===== src/remote_front_pkg.sv =====
// Purpose: shared constants and types for the remote-control front end
// Assumes: 250 MHz core clock
// Notes: framing fields use small codes
package remote_front_pkg;
    // ************************************************************
    // timing
    // ************************************************************
    localparam int unsigned CLOCK_HZ = 250_000_000;
    localparam int unsigned CHAR_GAP_US = 1000;           // gap between bytes, lower end
    localparam int unsigned CHAR_GAP_CYCLES = (CLOCK_HZ / 1_000_000) * CHAR_GAP_US;
    localparam int unsigned MAX_BAUD = 19200;
    localparam int unsigned MIN_BAUD = 600;
    // ************************************************************
    // addresses and characters
    // ************************************************************
    localparam logic [4:0] BUS_ADDR_PRESET = 5'h09;
    localparam logic [4:0] BUS_ADDR_MAX = 5'h1E;
    localparam logic [7:0] CH_STX = 8'h02;
    localparam logic [7:0] CH_ETX = 8'h03;
    localparam logic [7:0] CH_EOT = 8'h04;
    localparam logic [7:0] CH_ENQ = 8'h05;
    localparam logic [7:0] CH_P = 8'h70;
    localparam logic [7:0] CH_O = 8'h6F;
    // ************************************************************
    // types
    // ************************************************************
    typedef enum logic [1:0] {
        PAR_NONE = 2'h0,
        PAR_EVEN = 2'h1,
        PAR_ODD = 2'h2
    } parity_t;
    typedef enum logic [1:0] {
        IF_PARALLEL = 2'h0,
        IF_RS232 = 2'h1,
        IF_RS485 = 2'h2
    } iface_t;
    typedef struct packed {
        logic [15:0] baud_div;   // core cycles per bit
        logic eight_bits;
        logic two_stops;
        parity_t parity;
        logic full_duplex;
        logic char_delay;
        logic block_check;
        logic [3:0] group_addr;
        logic [3:0] user_addr;
    } serial_cfg_t;
    typedef enum logic [2:0] {
        P_IDLE = 3'h0,
        P_G1 = 3'h1,
        P_G2 = 3'h3,
        P_U1 = 3'h2,
        P_U2 = 3'h6,
        P_P = 3'h7,
        P_O = 3'h5
    } poll_t;
    typedef enum logic [2:0] {
        T_IDLE = 3'h0,
        T_DATA = 3'h1,
        T_BCC = 3'h3,
        T_EOT = 3'h2,
        T_GAP = 3'h6
    } tx_t;
    // hex digit as ascii, lower case
    function automatic logic [7:0] hex_char(input logic [3:0] d);
        hex_char = (d < 4'hA) ? 8'(8'h30 + d) : 8'(8'h57 + d);
    endfunction : hex_char
endpackage : remote_front_pkg


===== src/byte_fifo.sv =====
// Purpose: small synchronous fifo with valid/ready on both sides
// Assumes: DEPTH is a power of two
// Notes: one pointer bit extra gives honest full and empty
`timescale 1ns/1ps
`default_nettype none
module byte_fifo #(
    parameter int WIDTH = 8,
    parameter int DEPTH = 8
) (
    input wire logic clock_i,
    input wire logic rst_n_i,
    input wire logic [WIDTH-1:0] in_data_i,
    input wire logic in_valid_i,
    output logic in_ready_o,
    output logic [WIDTH-1:0] out_data_o,
    output logic out_valid_o,
    input wire logic out_ready_i
);
    localparam int AW = $clog2(DEPTH);
    logic [WIDTH-1:0] mem [DEPTH];
    logic [AW:0] wr_ptr;
    logic [AW:0] rd_ptr;
    wire push = in_valid_i && in_ready_o;
    wire pop = out_valid_o && out_ready_i;
    // full when pointers differ only in the wrap bit
    assign in_ready_o = !((wr_ptr[AW] != rd_ptr[AW]) && (wr_ptr[AW-1:0] == rd_ptr[AW-1:0]));
    assign out_valid_o = (wr_ptr != rd_ptr);
    assign out_data_o = mem[rd_ptr[AW-1:0]];
    // storage has no reset, the pointers guard it
    always_ff @(posedge clock_i) begin
        if (push) begin
            mem[wr_ptr[AW-1:0]] <= in_data_i;
        end
    end
    always_ff @(posedge clock_i or negedge rst_n_i) begin
        if (!rst_n_i) begin
            wr_ptr <= '0;
            rd_ptr <= '0;
        end else begin
            wr_ptr <= push ? wr_ptr + 1'b1 : wr_ptr;
            rd_ptr <= pop ? rd_ptr + 1'b1 : rd_ptr;
        end
    end
endmodule : byte_fifo
`default_nettype wire


===== src/remote_front.sv =====
// Purpose: remote/local control, interface selection, serial poll and framing
// Assumes: command parsing happens outside; this block sees decoded events
// Notes: serial rx/tx bytes are framed here, bit-level uart lives elsewhere
`timescale 1ns/1ps
`default_nettype none
// Behaviour
// - external control accepted only in remote state.
// - in remote, all panel keys except return-to-local key are ignored.
// - addressed command enters remote and relabels the return-to-local key.
// - return-to-local key or go-to-local command leaves remote state.
// - after local lockout, only go-to-local restores local operation.
// - parallel bus answered only when the parallel interface is selected.
// - parallel bus address settable 0 to 30, distinct per device.
// - parallel bus address presets to 9.
// - changed bus address takes effect at once.
// - query result goes to output buffer for a later bus read.
// - every panel setting is remote-settable except interface choice.
// - command language follows the 1990.0 programmable-instrument standard.
// - serial port works as RS232 or RS485 per interface setting.
// - serial protocol is multipoint 2.5 scheme with A3 or A4 blocks.
// - serial rate selectable in steps up to 19200 bit/s.
// - framing 7/8 data, 1/2 stop, even/odd/none parity, matching rate.
// - RS485 may be full or half duplex; not for RS232.
// - serial group address 0 to 15, one hex digit.
// - serial user address 0 to 15, one hex digit.
// - character delay option inserts about 1 ms gap between sent bytes.
// - block check option sends A4 blocks with check byte after end-of-text.
// - check byte is xor of bytes after start-of-text through end-of-text.
// - polled with nothing to send, answer EOT; otherwise start sending.
module remote_front #(
    parameter int unsigned GAP_CYCLES = remote_front_pkg::CHAR_GAP_CYCLES,
    parameter int FIFO_DEPTH = 8
) (
    input wire logic clock_i,
    input wire logic rst_n_i,
    // interface selection, panel only
    input wire remote_front_pkg::iface_t iface_sel_i,
    // decoded bus events
    input wire logic addressed_cmd_i,
    input wire logic go_to_local_i,
    input wire logic local_lockout_i,
    input wire logic bus_cmd_from_parallel_i,
    // panel keys, raw pins
    input wire logic [7:0] panel_keys_i,
    input wire logic return_to_local_key_i,
    // bus address setting
    input wire logic [4:0] bus_addr_wdata_i,
    input wire logic bus_addr_we_i,
    input wire logic [4:0] bus_talk_addr_i,
    output logic bus_addr_match_o,
    output logic [4:0] bus_addr_o,
    // serial configuration
    input wire remote_front_pkg::serial_cfg_t serial_cfg_i,
    // received serial bytes
    input wire logic [7:0] rx_byte_i,
    input wire logic rx_valid_i,
    // query answers
    input wire logic [7:0] answer_byte_i,
    input wire logic answer_valid_i,
    output logic answer_ready_o,
    // transmitted serial bytes
    output logic [7:0] tx_byte_o,
    output logic tx_valid_o,
    input wire logic tx_ready_i,
    // parallel bus read
    input wire logic bus_read_i,
    output logic [7:0] bus_read_data_o,
    output logic bus_read_valid_o,
    // state
    output logic remote_o,
    output logic lockout_o,
    output logic key_shows_local_o,
    output logic [7:0] panel_keys_o,
    output logic cmd_accept_o,
    output logic rs485_o,
    output logic half_duplex_o,
    output logic [7:0] block_check_character_o
);
    import remote_front_pkg::*;

    // ************************************************************
    // pin synchronisers
    // ************************************************************
    logic [8:0] key_meta;
    logic [8:0] key_sync;
    // panel key pins pass two flops before use
    always_ff @(posedge clock_i or negedge rst_n_i) begin
        if (!rst_n_i) begin
            key_meta <= '0;
            key_sync <= '0;
        end else begin
            key_meta <= {return_to_local_key_i, panel_keys_i};
            key_sync <= key_meta;
        end
    end
    logic rtl_key_d;
    always_ff @(posedge clock_i or negedge rst_n_i) begin
        if (!rst_n_i) begin
            rtl_key_d <= 1'b0;
        end else begin
            rtl_key_d <= key_sync[8];
        end
    end
    wire rtl_key_press = key_sync[8] && !rtl_key_d;

    // ************************************************************
    // remote / local state
    // ************************************************************
    logic remote;
    logic lockout;
    wire poll_hit;
    wire par_sel = (iface_sel_i == IF_PARALLEL);
    wire par_ok = !bus_cmd_from_parallel_i || par_sel;
    wire go_remote = addressed_cmd_i && par_ok;
    wire key_exit = rtl_key_press && !lockout;
    wire go_local = go_to_local_i || key_exit;
    wire next_remote = go_local ? 1'b0 : (go_remote || poll_hit) ? 1'b1 : remote;
    wire next_lockout = local_lockout_i || (lockout && !go_to_local_i);
    // leaving remote wins over entering it, so a stuck command can be undone; local lockout wins over go-to-local
    always_ff @(posedge clock_i or negedge rst_n_i) begin
        if (!rst_n_i) begin
            remote <= 1'b0;
            lockout <= 1'b0;
        end else begin
            remote <= next_remote;
            lockout <= next_lockout;
        end
    end
    assign remote_o = remote;
    assign lockout_o = lockout;
    assign key_shows_local_o = remote;
    assign panel_keys_o = remote ? 8'h00 : key_sync[7:0];
    assign cmd_accept_o = remote && par_ok;
    assign rs485_o = (iface_sel_i == IF_RS485);
    assign half_duplex_o = rs485_o && !serial_cfg_i.full_duplex;

    // ************************************************************
    // parallel bus address
    // ************************************************************
    logic [4:0] bus_addr;
    wire addr_ok = (bus_addr_wdata_i <= BUS_ADDR_MAX);
    // out-of-range writes are dropped
    always_ff @(posedge clock_i or negedge rst_n_i) begin
        if (!rst_n_i) begin
            bus_addr <= BUS_ADDR_PRESET;
        end else if (bus_addr_we_i && addr_ok) begin
            bus_addr <= bus_addr_wdata_i;
        end
    end
    assign bus_addr_o = bus_addr;
    assign bus_addr_match_o = par_sel && (bus_talk_addr_i == bus_addr);

    // ************************************************************
    // output buffer
    // ************************************************************
    wire [7:0] buf_data;
    wire buf_valid;
    wire buf_pop;
    byte_fifo #(
        .WIDTH(8),
        .DEPTH(FIFO_DEPTH)
    ) out_buffer (
        .clock_i(clock_i),
        .rst_n_i(rst_n_i),
        .in_data_i(answer_byte_i),
        .in_valid_i(answer_valid_i),
        .in_ready_o(answer_ready_o),
        .out_data_o(buf_data),
        .out_valid_o(buf_valid),
        .out_ready_i(buf_pop)
    );
    // parallel read pops one byte; serial drains it in tx
    logic par_pop;
    logic ser_pop;
    assign par_pop = par_sel && bus_read_i && buf_valid;
    assign buf_pop = par_pop || ser_pop;
    always_ff @(posedge clock_i or negedge rst_n_i) begin
        if (!rst_n_i) begin
            bus_read_data_o <= 8'h00;
            bus_read_valid_o <= 1'b0;
        end else begin
            bus_read_valid_o <= par_pop;
            bus_read_data_o <= par_pop ? buf_data : bus_read_data_o;
        end
    end

    // ************************************************************
    // poll recogniser
    // ************************************************************
    poll_t poll;
    poll_t next_poll;
    wire [7:0] g_ch = hex_char(serial_cfg_i.group_addr);
    wire [7:0] u_ch = hex_char(serial_cfg_i.user_addr);
    wire ser_sel = !par_sel;
    // a wrong byte sends the recogniser back to idle
    always_comb begin
        next_poll = poll;
        if (rx_valid_i && ser_sel) begin
            case (poll)
                P_IDLE: next_poll = (rx_byte_i == g_ch) ? P_G1 : P_IDLE;
                P_G1: next_poll = (rx_byte_i == g_ch) ? P_G2 : P_IDLE;
                P_G2: next_poll = (rx_byte_i == u_ch) ? P_U1 : P_IDLE;
                P_U1: next_poll = (rx_byte_i == u_ch) ? P_U2 : P_IDLE;
                P_U2: next_poll = (rx_byte_i == CH_P) ? P_P : P_IDLE;
                P_P: next_poll = (rx_byte_i == CH_O) ? P_O : P_IDLE;
                P_O: next_poll = P_IDLE;
                default: next_poll = P_IDLE;
            endcase
        end
    end
    always_ff @(posedge clock_i or negedge rst_n_i) begin
        if (!rst_n_i) begin
            poll <= P_IDLE;
        end else begin
            poll <= next_poll;
        end
    end
    assign poll_hit = rx_valid_i && ser_sel && (poll == P_O) && (rx_byte_i == CH_ENQ);

    // ************************************************************
    // transmitter: block, check byte, gaps
    // ************************************************************
    tx_t tx;
    tx_t after_gap;
    logic [7:0] bcc;
    logic [7:0] tx_byte;
    logic [31:0] gap_cnt;
    wire tx_take = tx_valid_o && tx_ready_i;
    wire sending_etx = (tx == T_DATA) && (buf_data == CH_ETX);
    assign ser_pop = (tx == T_DATA) && tx_ready_i && buf_valid;
    assign tx_valid_o = (tx == T_DATA) ? buf_valid : (tx == T_BCC || tx == T_EOT);
    assign tx_byte_o = (tx == T_DATA) ? buf_data : tx_byte;
    wire bcc_clear = ser_pop && (buf_data == CH_STX);
    wire [7:0] next_bcc = bcc_clear ? 8'h00 : (ser_pop ? bcc ^ buf_data : bcc);
    wire gap_on = serial_cfg_i.char_delay;
    always_ff @(posedge clock_i or negedge rst_n_i) begin
        if (!rst_n_i) begin
            bcc <= 8'h00;
        end else begin
            bcc <= next_bcc;
        end
    end
    assign block_check_character_o = bcc;
    // gap sits between any two sent bytes when enabled
    always_ff @(posedge clock_i or negedge rst_n_i) begin
        if (!rst_n_i) begin
            tx <= T_IDLE;
            after_gap <= T_IDLE;
            tx_byte <= 8'h00;
            gap_cnt <= '0;
        end else begin
            case (tx)
                T_IDLE: begin
                    if (poll_hit) begin
                        tx <= buf_valid ? T_DATA : T_EOT;
                        tx_byte <= CH_EOT;
                    end
                end
                T_DATA: begin
                    if (tx_take) begin
                        after_gap <= T_DATA;
                        if (sending_etx && serial_cfg_i.block_check) begin
                            after_gap <= T_BCC;
                            tx_byte <= next_bcc;
                        end else if (sending_etx) begin
                            after_gap <= T_IDLE;
                        end
                        tx <= gap_on ? T_GAP : ((sending_etx && serial_cfg_i.block_check)
                            ? T_BCC : (sending_etx ? T_IDLE : T_DATA));
                        gap_cnt <= 32'(GAP_CYCLES);
                    end else if (!buf_valid) begin
                        tx <= T_IDLE;
                    end
                end
                T_BCC, T_EOT: begin
                    if (tx_ready_i) begin
                        after_gap <= T_IDLE;
                        tx <= gap_on ? T_GAP : T_IDLE;
                        gap_cnt <= 32'(GAP_CYCLES);
                    end
                end
                T_GAP: begin
                    gap_cnt <= gap_cnt - 32'd1;
                    if (gap_cnt <= 32'd1) begin
                        tx <= after_gap;
                    end
                end
                default: tx <= T_IDLE;
            endcase
        end
    end
endmodule : remote_front
`default_nettype wire


===== config.mk =====
export PLATFORM = sky130hd
export DESIGN_NAME = remote_front
export DESIGN_NICKNAME = d
export VERILOG_FILES = /design/src/remote_front_pkg.sv /design/src/byte_fifo.sv /design/src/remote_front.sv
export SDC_FILE = /design/constraint.sdc
export NUM_CORES = 1
export LEC_CHECK = 0
export BUFFER_PORTS_ARGS = -buffer_cell sky130_fd_sc_hd__buf_2
export CORE_ASPECT_RATIO = 1.1
export CORE_MARGIN = 1
export CORE_UTILIZATION = 60
export CTS_CLUSTER_DIAMETER = 80
export DETAILED_ROUTE_END_ITERATION = 10
export PLACE_DENSITY = 0.84
export SYNTH_ARGS = -nofsm -noshare
export SYNTH_HDL_FRONTEND = slang
export SYNTH_SLANG_ARGS = --single-unit
export TNS_END_PERCENT = 100

===== constraint.sdc =====
create_clock -name clock_i -period 5.9 [get_ports clock_i]
set_clock_uncertainty 0.1 [all_clocks]
set_input_delay 0.59 -clock clock_i [delete_from_list [all_inputs] [get_ports clock_i]]
set_output_delay 0.59 -clock clock_i [all_outputs]
set_load 0.01 [all_outputs]

# Word-level counts from Yosys, hierarchy flattened
# Memory sizes are Yosys's and may differ from the RTL's.
# Index checks and enable logic that the tools add are counted.
# classes
n_lt_le_gt_ge	4
reduce_logical	47
n_eq_ne	28
bitwise_logic	1
mux	39
addsub	7
# ops
operator	count
$pmux 32 s3	1
$mux 8	9
$mux 32	2
$mux 3	13
$le 32x1->1 const B	1
$sub 32x1->32 const B	1
$logic_and 1x1->1	22
$pmux 3 s6	1
$add 7x4->8 const A	2
$eq 8x2->1 const B	2
$eq 8x7->1 const B	2
$eq 8x8->1	2
$pmux 8 s2	1
$add 6x4->7 const A	2
$eq 3x2->1 const B	4
$eq 3x3->1 const B	4
$pmux 3 s4	1
$add 4x1->4 const B	2
$eq 8x3->1 const B	1
$lt 4x4->1 const B	2
$ne 2x2->1 const B	4
$reduce_and 4->1	2
$xor 8x8->8	1
$logic_not 1->1	7
19 further kinds	37
# word_totals
mem_bits_rw	64
output_inout_bits	47
mem_count	1
reg_bits	100
elab_cells	143
# memory_table
memory	depth	word_bits	read_ports	rd_clocked_by_memory_dff	wr	line_no	rtl
out_buffer.mem	8	8	1	0	1	byte_fifo.sv:20	logic [WIDTH-1:0] mem [DEPTH];

# Logic depth before layout (Yosys ltp)
# Gate-level depths: netlist of the first run.
# depth
word_depth	8
ltp_mapped	10

# Hierarchy
# A second synthesis of the first run with hierarchy kept.
# hier_totals
cells_unflattened	633
hier_area_um2	7672.4
# by_module_without_submodules
module	area_per_inst_um2	n_inst	cells_per_inst
remote_front	4663.2	1	483
byte_fifo	3009.1	1	150

# Least setup slack after synthesis of the first run
# No wires, ideal clock.
# synth_timing
kind	register -> register
start	reg out_buffer.rd_ptr[1]
end	reg tx_byte[6]
setup_time_ns	0.125
period_less_slack_ns	2.757
slack_ns	3.143
t_arrival_ns	2.533
stages_incl_launch_ff	10
required_time_ns	5.675
cell_sequence	dfrtp_1 -> buf_6 -> mux4_2 -> mux2i_4 -> inv_2 -> or4b_4 -> nor3_4 -> buf_6 -> nor3_2 -> mux2_2
# synth_between
elab_chain_len	7
word_cells_on_any_way	19
# synth_lines
element	line_no	rtl
start, declared	byte_fifo.sv:22	logic [AW:0] rd_ptr;
start signal, assigned	byte_fifo.sv:41	rd_ptr <= pop ? rd_ptr + 1'b1 : rd_ptr;
$mem_v2 8x8 or $ne 4x4->1 (tied branches)	-	
$eq 8x2->1, or another cell as far along	remote_front.sv:233	wire bcc_clear = ser_pop && (buf_data == CH_STX);
$logic_and 1x1->1 or $mux 8 (tied branches)	remote_front.sv:233, remote_front.sv:234	
$mux 8	remote_front.sv:234	wire [7:0] next_bcc = bcc_clear ? 8'h00 : (ser_pop ? bcc ^ buf_data : bcc);
$mux 8	remote_front.sv:262	if (sending_etx && serial_cfg_i.block_check) begin
$mux 8	remote_front.sv:260	if (tx_take) begin
$pmux 8 s2	remote_front.sv:252	case (tx)
end signal, assigned	remote_front.sv:264	tx_byte <= next_bcc;
end, declared	remote_front.sv:226	logic [7:0] tx_byte;
# Several ways; a longest one is shown, not always the timed one. The select of a mux whose other input is x is not followed.
# A chain may end at the register's enable or synchronous reset.

# Worst setup path in the final report of the first run
# layout_timing
start	reg out_buffer.rd_ptr[0]
end	reg tx_byte[3]
# Same word-level chain as after synthesis.

==> results of run 1 <==
==> through the flow <==
stage	utilization	cells	instance area, sq um	total power, mW
floorplan	-	633	7480	2.44
global placement	0.672	874	8130	2.79
detailed placement	0.672	874	8130	2.86
CTS	0.719	906	8690	3.89
global route	0.719	906	8690	4.08
finish	0.719	906	8690	3.88
==> per-layer routing <==
layer / wire (um) / share of wire / up-vias
li1: - / - / 2487
met1: 6360 / 0.40 / 2641
met2: 8190 / 0.51 / 208
met3: 1030 / 0.064 / 34
met4: 405 / 0.025 / 2
met5: 11 / 0.00069 / -
==> registers in the layout, indices dropped and copies added, names as in the netlist <==
name / flops
bus_read_valid_o: 1
out_buffer.rd_ptr: 4
tx: 3
rtl_key_d: 1
poll: 3
lockout_o: 1
key_meta: 9
bus_addr_o: 5
tx_byte: 8
out_buffer.wr_ptr: 4
key_shows_local_o: 1
key_sync: 9
out_buffer.mem: 64
block_check_character_o: 8
bus_read_data_o: 8
gap_cnt: 32
after_gap: 2
==> cell families after synthesis <==
kind of cell,Yosys count,synth area share
buf+inv,41,0.0244
mux,48,0.0801
fa+ha+maj,6,0.0100
flops,163,0.588
compound gates,93,0.0828
xor+xnor,55,0.0644
simple gates,227,0.150
==> power by group through the flow <==
| stage | clock, mW | combinational (mW) | sequential [mW] |
|---|---|---|---|
| after CTS | 1.04 | 1.26 | 1.58 |
| final | 1.03 | 1.26 | 1.58 |
| after detailed placement | 0 | 1.26 | 1.60 |
| after global placement | 0 | 1.20 | 1.58 |
| after floorplan | 0 | 0.893 | 1.54 |
| after global routing | 1.10 | 1.37 | 1.61 |
==> critical path, cell delays in order (launching register included) <==
cell and delay [ns]:
sky130_fd_sc_hd__dfrtp_1 0.82, sky130_fd_sc_hd__mux4_2 0.60, sky130_fd_sc_hd__mux2i_1 0.43, sky130_fd_sc_hd__or4b_4 0.58, sky130_fd_sc_hd__nor3_4 0.56, sky130_fd_sc_hd__nor3_1 0.13
sky130_fd_sc_hd__mux2_2 0.31
==> final timing paths <==
check / startpoint / end / slack (ns) / depth (start not counted)
setup / recovery: out_buffer.rd_ptr[0] / tx_byte[3] / 2.26 / 6
hold / removal: panel_keys_i[3] / key_meta[3] / 0.18 / 1
setup reg to reg: out_buffer.rd_ptr[0] / tx_byte[3] / 2.26 / 6
hold reg to reg: key_meta[2] / key_sync[2] / 0.24 / 0
max in group asynchronous: rst_n_i / key_meta[2] / 3.98 / 3
min in group asynchronous: rst_n_i / key_shows_local_o / 0.48 / 2
==> Yosys cell counts (all sizes together), types with 3 or more instances <==
master / instances / area share
a21oi: 18 / 0.012
dfrtp: 97 / 0.32
edfxtp: 64 / 0.26
a21boi: 3 / 0.0030
a211oi: 4 / 0.0057
nand2b: 7 / 0.0059
or4: 6 / 0.0060
and3: 7 / 0.0059
nor2: 69 / 0.035
a22oi: 4 / 0.0040
mux2: 22 / 0.033
inv: 18 / 0.0090
o21ai: 30 / 0.020
o211ai: 7 / 0.0070
mux4: 6 / 0.019
nand4b: 4 / 0.0047
a21o: 3 / 0.0030
nor3: 26 / 0.021
nor4: 9 / 0.0075
nand3: 13 / 0.0087
mux2i: 20 / 0.028
nand4: 3 / 0.0025
a31oi: 3 / 0.0025
ha: 6 / 0.010
nand2: 56 / 0.028
buf: 11 / 0.0094
and2: 3 / 0.0025
clkbuf: 12 / 0.0060
nor2b: 14 / 0.012
xor2: 23 / 0.027
xnor2: 32 / 0.037
or3: 3 / 0.0025
==> cell type report <==
cell class / count / area (sq um) / area share
flip-flops and latches: 163 / 4400 / 0.507
multi-input cells: 429 / 2900 / 0.334
repair buffers: 111 / 576 / 0.0662
clock buffers: 26 / 500 / 0.0576
well taps: 154 / 193 / 0.0222
inverters: 18 / 67.6 / 0.00778
clock inverters: 5 / 51.3 / 0.00590
==> what timing repair did <==
item	CTS	global route
endpoints found under the hold margin	17	0
hold buffers	1	0
endpoints found under the setup margin	0	0
buffers inserted	0	0
==> cells in the final DEF (no fill, tap or decap), types with 9 or more instances in the layout <==
| master | instances |
|---|---|
| sky130_fd_sc_hd__buf_2 | 104 |
| sky130_fd_sc_hd__nand3_1 | 13 |
| sky130_fd_sc_hd__xnor2_1 | 32 |
| sky130_fd_sc_hd__nor4_1 | 9 |
| sky130_fd_sc_hd__xor2_1 | 23 |
| sky130_fd_sc_hd__nand2_1 | 56 |
| sky130_fd_sc_hd__nor2_1 | 68 |
| sky130_fd_sc_hd__edfxtp_1 | 64 |
| sky130_fd_sc_hd__mux2i_1 | 19 |
| sky130_fd_sc_hd__clkbuf_16 | 18 |
| sky130_fd_sc_hd__dfrtp_1 | 97 |
| sky130_fd_sc_hd__mux2_2 | 22 |
| sky130_fd_sc_hd__nor2b_1 | 14 |
| sky130_fd_sc_hd__a21oi_1 | 18 |
| sky130_fd_sc_hd__inv_1 | 17 |
| sky130_fd_sc_hd__o21ai_0 | 28 |
| sky130_fd_sc_hd__nor3_1 | 23 |
==> insert_results.sql, run 1 <==
INSERT INTO impl_metrics (metric_group, metric, value, unit) VALUES
('synth', 'dominant_register_cell_in_the_synthesized_netlist', 'sky130_fd_sc_hd__dfrtp_1', ''),
('power', 'power.net_switching', '1.37', 'mW'),
('place', 'post-place-ws', '2.28', 'ns'),
('floorplan', 'design.die.area', '0.0129', 'sq mm'),
('clock_tree', 'tritoncts', 'built', ''),
('global_route', 'first_global_vias', '5433', ''),
('setup_path', 'crit_path_end_kind', 'flip-flop', ''),
('route', 'drt_first_iter_violations', '473', ''),
('clock_tree', 'clk_root_buffer_cell', 'sky130_fd_sc_hd__clkbuf_16', ''),
('synth', 'yosys_warnings', '0', ''),
('setup_path', 'critical_path.startpoint_type', 'flip-flop', ''),
('sta', 'grt_setup_unrepaired', 'no', ''),
('global_route', 'grt-ovfl-total', '0', ''),
('final_layout', 'n_antenna_cell', '0', ''),
('setup_path', 'worst_ep_required_time', '6.10', 'ns'),
('clock_tree', 'cts.reportedPaths.clkPinSlew', '0.06', 'ns'),
('global_route', 'grt_antenna_before_repair', '1', ''),
('final_layout', 'synthToLayoutAreaGrowth', '16.1', '%'),
('power', 'vdd_ir_drop_max', '0.325', 'mV'),
('status', 'outcome', 'complete, no violations', ''),
('power', 'total_leakage_power', '3.71', 'nW'),
('synth', 'post_synth_inst_count', '633', ''),
('synth', 'synth.cell_area', '0.00748', 'sq mm'),
('final_layout', 'drive_above_1_share', '0.234', ''),
('power', 'p_clk_frac', '0.266', ''),
('final_layout', 'num-fill-cells', '823', ''),
('sta', 'final.period_utilization', '0.616', ''),
('global_route', 'global_route_wire_length_before_repair', '26.0', 'mm'),
('floorplan', 'core_area', '0.0121', 'sq mm'),
('synth', 'average_size_of_a_mapped_cell', '11.8', 'sq um'),
('floorplan', 'floorplan.io_pins', '126', ''),
('sta', 'hold_viol', '0', ''),
('clock_tree', 'postCtsResizedCells', '0', ''),
('synth', 'post_synthesis_register_bit_count', '163', ''),
('final_layout', 'fin_nets', '825', ''),
('sta', 'tightest_slew', '0.997', 'ns'),
('setup_path', 'criticalPathCategory', 'reg2reg', ''),
('clock_tree', 'cts.path.max_buffers', '2', ''),
('setup_path', 'path_max_fanout', '16', ''),
('sta', 'achievable-frequency', '275', 'MHz'),
('floorplan', 'initial_utilization', '0.619', ''),
('floorplan', 'die_w', '108', 'um'),
('job', 'max-cap-violations', '0', ''),
('place', 'place_congestion', '0.873', ''),
('floorplan', 'die_extent_in_y', '119', 'um'),
('global_route', 'grt_start_max_net_pins', '83', ''),
('clock_tree', 'cts_sinks', '163', ''),
('sta', 'timing.final.ws_setup', '2.26', 'ns'),
('setup_path', 'timing.critical_path.arrival', '3.84', 'ns'),
('floorplan', 'rows', '42', ''),
('power', 'combinationalPowerShare', '0.326', ''),
('sta', 'setup_viol_count_final', '0', ''),
('synth', 'synth_edf_count', '64', ''),
('route', 'via_count', '5372', ''),
('global_route', 'grtUsageMet2', '0.448', ''),
('route', 'detailedRoute.firstPassIterationCount', '5', ''),
('power', 'power.share.sequential', '0.408', ''),
('global_route', 'grt_use_total', '0.269', ''),
('power', 'switching_share', '0.352', ''),
('clock_tree', 'clkLatencyLatePin', '0.42', 'ns'),
('global_route', 'met3_global_route_usage', '0.0684', ''),
('place', 'place_hpwl', '11.3', 'mm'),
('global_route', 'global_route.usage.met1', '0.323', ''),
('sta', 'worst_hold_slack', '0.176', 'ns'),
('sta', 'finalWorstPathRequiredPeriod', '3.64', 'ns'),
('route', 'remaining_drc_errors', '0', ''),
('power', 'internal-power', '2.51', 'mW'),
('clock_tree', 'cts_buffers', '17', ''),
('sta', 'tns', '0', 'ns'),
('route', 'wire_per_inst', '17.6', 'um'),
('sta', 'slew_headroom', '0.335', ''),
('synth', 'seq_area_frac_synth', '0.588', ''),
('synth', 'postSynthNetCount', '718', ''),
('route', 'drtAntennaViolNets', '0', ''),
('power', 'power_density', '446', 'mW/mm^2'),
('synth', 'netlist-cell-type-count', '65', ''),
('worst_hold_path', 'timing.hold.worst.class', 'in2reg', ''),
('place', 'port-buffer-count', '105', ''),
('sta', 'report.final.slew_viol_count', '0', ''),
('clock_tree', 'ctsHtreeMaxLevel', '4', ''),
('synth', 'asyncSetResetFlopFracSynth', '0.607', ''),
('route', 'routed_via_density', '5.93', ''),
('global_route', 'grt_busiest_layer', 'met2', ''),
('route', 'postRouteWirelength', '16.0', 'mm');
Power figures use the tool's default switching activity.
==> inputs of run 2 (changes only) <==
--- a/config.mk
+++ b/config.mk
@@ -8,10 +8,10 @@
 export BUFFER_PORTS_ARGS = -buffer_cell sky130_fd_sc_hd__buf_2
 export CORE_ASPECT_RATIO = 1.1
 export CORE_MARGIN = 1
-export CORE_UTILIZATION = 60
+export CORE_UTILIZATION = 56
 export CTS_CLUSTER_DIAMETER = 80
 export DETAILED_ROUTE_END_ITERATION = 10
-export PLACE_DENSITY = 0.84
+export PLACE_DENSITY = 0.79
 export SYNTH_ARGS = -nofsm -noshare
 export SYNTH_HDL_FRONTEND = slang
 export SYNTH_SLANG_ARGS = --single-unit
==> constraint.sdc (replaced) <==
create_clock -name clock_i -period 3.4 [get_ports clock_i]
set_clock_uncertainty 0.1 [all_clocks]
set_input_delay 0.34 -clock clock_i [delete_from_list [all_inputs] [get_ports clock_i]]
set_output_delay 0.34 -clock clock_i [all_outputs]
set_load 0.01 [all_outputs]
==> run 2 against run 1 <==
Net effect:
- the flow now finishes with violations (design-rule violations)
- maximum frequency rose by 17%
- clock-buffer cell count fell by 3
- critical path depth grew 2
- largest cell class unchanged
- cell count grew 3.5%
- wire length is 4.2% higher
- die area up 7.0%
==> insert_results.sql, run 2 (synthesis results as in run 1) <==
INSERT INTO impl_metrics (metric_group, metric, value, unit) VALUES
('status', 'outcome', 'complete, but fails checks', ''),
('status', 'failing_checks', 'design-rule violations', ''),
('sta', 'setup_viol_count_final', '0', ''),
('setup_path', 'worst_path_largest_cell_delay', '0.61', 'ns'),
('sta', 'timing.final.ws_setup', '0.296', 'ns'),
('place', 'post-place-ws', '0.312', 'ns'),
('worst_hold_path', 'hp-start', 'bus_addr_wdata_i[3]', ''),
('clock_tree', 'cts_sinks', '163', ''),
('final_layout', 'drive_above_1_share', '0.251', ''),
('sta', 'worst_hold_slack', '0.0701', 'ns'),
('clock_tree', 'tritoncts', 'built', ''),
('sta', 'finalWorstPathRequiredPeriod', '3.10', 'ns'),
('worst_hold_path', 'min_path_cells', '2', ''),
('setup_path', 'worst_ep_required_time', '3.60', 'ns'),
('final_layout', 'finish.utilization', '0.698', ''),
('clock_tree', 'ctsHtreeMaxLevel', '4', ''),
('floorplan', 'core_area', '0.0128', 'sq mm'),
('place', 'dp.cells', '894', ''),
('final_layout', 'synthToLayoutAreaGrowth', '19.4', '%'),
('power', 'combinationalPowerShare', '0.344', ''),
('floorplan', 'die_w', '112', 'um'),
('place', 'place_congestion', '0.867', ''),
('final_layout', 'num-fill-cells', '882', ''),
('place', 'port-buffer-count', '105', ''),
('route', 'detailedRoute.firstPassIterationCount', '9', ''),
('final_layout', 'instances_no_fill', '938', ''),
('place', 'placed_area', '0.00827', 'sq mm'),
('route', 'remaining_drc_errors', '5', ''),
('sta', 'grt_setup_unrepaired', 'no', ''),
('floorplan', 'initial_utilization', '0.584', ''),
('final_layout', 'mostFrequentLayoutCell', 'sky130_fd_sc_hd__buf_2', ''),
('setup_path', 'reg2reg_to', 'tx_byte[6]', ''),
('clock_tree', 'clkLatencyLatePin', '0.42', 'ns'),
('setup_path', 'critical_path.reg2reg.startpoint', 'out_buffer.rd_ptr[2]', ''),
('worst_hold_path', 'timing.hold.worst.class', 'in2reg', ''),
('floorplan', 'floorplan.io_pins', '126', ''),
('setup_path', 'crit_path_end_kind', 'flip-flop', ''),
('setup_path', 'cp_num_buf_inv', '1', ''),
('final_layout', 'n_antenna_cell', '0', ''),
('final_layout', 'fin_nets', '853', ''),
('clock_tree', 'clk_root_buffer_cell', 'sky130_fd_sc_hd__clkbuf_16', ''),
('global_route', 'grt-ovfl-total', '0', ''),
('power', 'totalPowerFinal', '6.86', 'mW'),
('setup_path', 'criticalPathCategory', 'reg2reg', ''),
('power', 'vdd_ir_drop_max', '0.533', 'mV'),
('sta', 'tns', '0', 'ns'),
('final_layout', 'largest_register_ff_count', '64', ''),
('setup_path', 'reg2reg_slack', '0.30', 'ns'),
('setup_path', 'rr_worst_depth', '8', ''),
('global_route', 'first_global_vias', '5414', ''),
('setup_path', 'critical_path.startpoint_type', 'flip-flop', ''),
('power', 'total_leakage_power', '3.84', 'nW'),
('sta', 'slew_headroom', '0.510', ''),
('route', 'drt_first_iter_violations', '283', ''),
('job', 'max-cap-violations', '0', ''),
('route', 'wire_per_inst', '17.8', 'um'),
('setup_path', 'critical_path_top_delay_cell', 'sky130_fd_sc_hd__dfrtp_1', ''),
('clock_tree', 'cts_buffers', '17', ''),
('route', 'drtAntennaViolNets', '0', ''),
('setup_path', 'path_cells', 'buf_4, mux2i_1, a22o_1, a22oi_1, or4b_4, nor2_2, a41oi_2, mux2_2', ''),
('route', 'postRouteWirelength', '16.7', 'mm'),
('power', 'internal-power', '4.43', 'mW'),
('global_route', 'grt_use_total', '0.257', ''),
('final_layout', 'layout.cell_area.non_filler', '0.00893', 'sq mm'),
('setup_path', 'path_delay_family', 'simple AND/OR/NAND/NOR gates', ''),
('clock_tree', 'cts.path.max_buffers', '2', ''),
('clock_tree', 'postCtsResizedCells', '0', ''),
('setup_path', 'timing.critical_path.arrival', '3.30', 'ns'),
('floorplan', 'design.die.area', '0.0138', 'sq mm'),
('sta', 'hold_viol', '0', ''),
('route', 'via_count', '5358', ''),
('power', 'power.net_switching', '2.43', 'mW'),
('final_layout', 'most-common-layout-cells', 'sky130_fd_sc_hd__buf_2, sky130_fd_sc_hd__dfrtp_1, sky130_fd_sc_hd__nor2_1, sky130_fd_sc_hd__edfxtp_1, sky130_fd_sc_hd__nand2_1', ''),
('clock_tree', 'cts.reportedPaths.clkPinSlew', '0.06', 'ns'),
('global_route', 'grt_start_max_net_pins', '100', ''),
('power', 'power.share.sequential', '0.398', ''),
('setup_path', 'path_max_fanout', '15', ''),
('power', 'switching_share', '0.354', ''),
('floorplan', 'die_extent_in_y', '123', 'um'),
('power', 'p_clk_frac', '0.258', ''),
('place', 'place_hpwl', '11.6', 'mm'),
('sta', 'tightest_slew', '0.729', 'ns'),
('sta', 'report.final.slew_viol_count', '0', ''),
('worst_hold_path', 'holdPathEnd', 'bus_addr_o[3]', ''),
('floorplan', 'rows', '43', ''),
('sta', 'achievable-frequency', '322', 'MHz'),
('global_route', 'global_route_wire_length_before_repair', '26.8', 'mm'),
('route', 'routed_via_density', '5.71', ''),
('global_route', 'grt_antenna_before_repair', '0', ''),
('sta', 'final.period_utilization', '0.913', ''),
('power', 'power_density', '768', 'mW/mm^2'),
('clock_tree', 'postCtsSetupRepairBufs', '0', '');
==> run 2: cell types whose count changed in the layout (fill, tap and decap cells not counted), moves of 2 or more <==
cell                            before  now
sky130_fd_sc_hd__clkinv_4            0    2
sky130_fd_sc_hd__buf_4               6   22
sky130_fd_sc_hd__dlygate4sd3_1       1   12
sky130_fd_sc_hd__clkbuf_1            6    4
==> run 2: final cells by class <==
| type | count | area [sq um] | share of cell area |
|---|---|---|---|
| clock buffers | 23 | 462 | 0.0517 |
| clock inverters | 9 | 82.6 | 0.00924 |
| inverters | 18 | 67.6 | 0.00756 |
| multi-input cells | 429 | 2900 | 0.324 |
| flip-flops and latches | 163 | 4400 | 0.493 |
| well taps | 157 | 196 | 0.0220 |
| repair buffers | 139 | 826 | 0.0924 |
==> run 2: worst max-delay path by stage <==
stage	startpoint	cells past startpoint	slack, ns	end
6_report	out_buffer.rd_ptr[2]	8	0.30	tx_byte[6]
5_1_grt	out_buffer.rd_ptr[2]	8	0.09	tx_byte[6]
4_1_cts	out_buffer.rd_ptr[2]	8	0.29	tx_byte[3]
3_5_place_dp	out_buffer.rd_ptr[2]	8	0.31	tx_byte[3]
3_3_place_gp	out_buffer.rd_ptr[2]	8	0.38	tx_byte[1]
2_1_floorplan	out_buffer.rd_ptr[1]	9	0.64	tx_byte[6]
==> run 2: layer usage <==
metal | vias up | global-route usage | wire length [um]
li1 | 2533 | - | -
met1 | 2636 | 0.304 | 6850
met2 | 156 | 0.461 | 8700
met3 | 33 | 0.0471 | 681
met4 | 0 | 0.114 | 418
met5 | - | 0 | 0
==> run 2: timing repair <==
action                                  CTS  global route
endpoints found under the setup margin    0             0
hold buffers                             12             0
endpoints found under the hold margin   108             0
==> run 2: power by group through the flow <==
| stage | clock network [mW] | logic, mW | registers (mW) |
|---|---|---|---|
| 3_3_place_gp | 0 | 2.27 | 2.73 |
| 4_1_cts | 1.79 | 2.37 | 2.72 |
| 2_1_floorplan | 0 | 1.55 | 2.68 |
| 5_1_grt | 1.87 | 2.58 | 2.77 |
| 3_5_place_dp | 0 | 2.34 | 2.75 |
| 6_report | 1.77 | 2.36 | 2.73 |
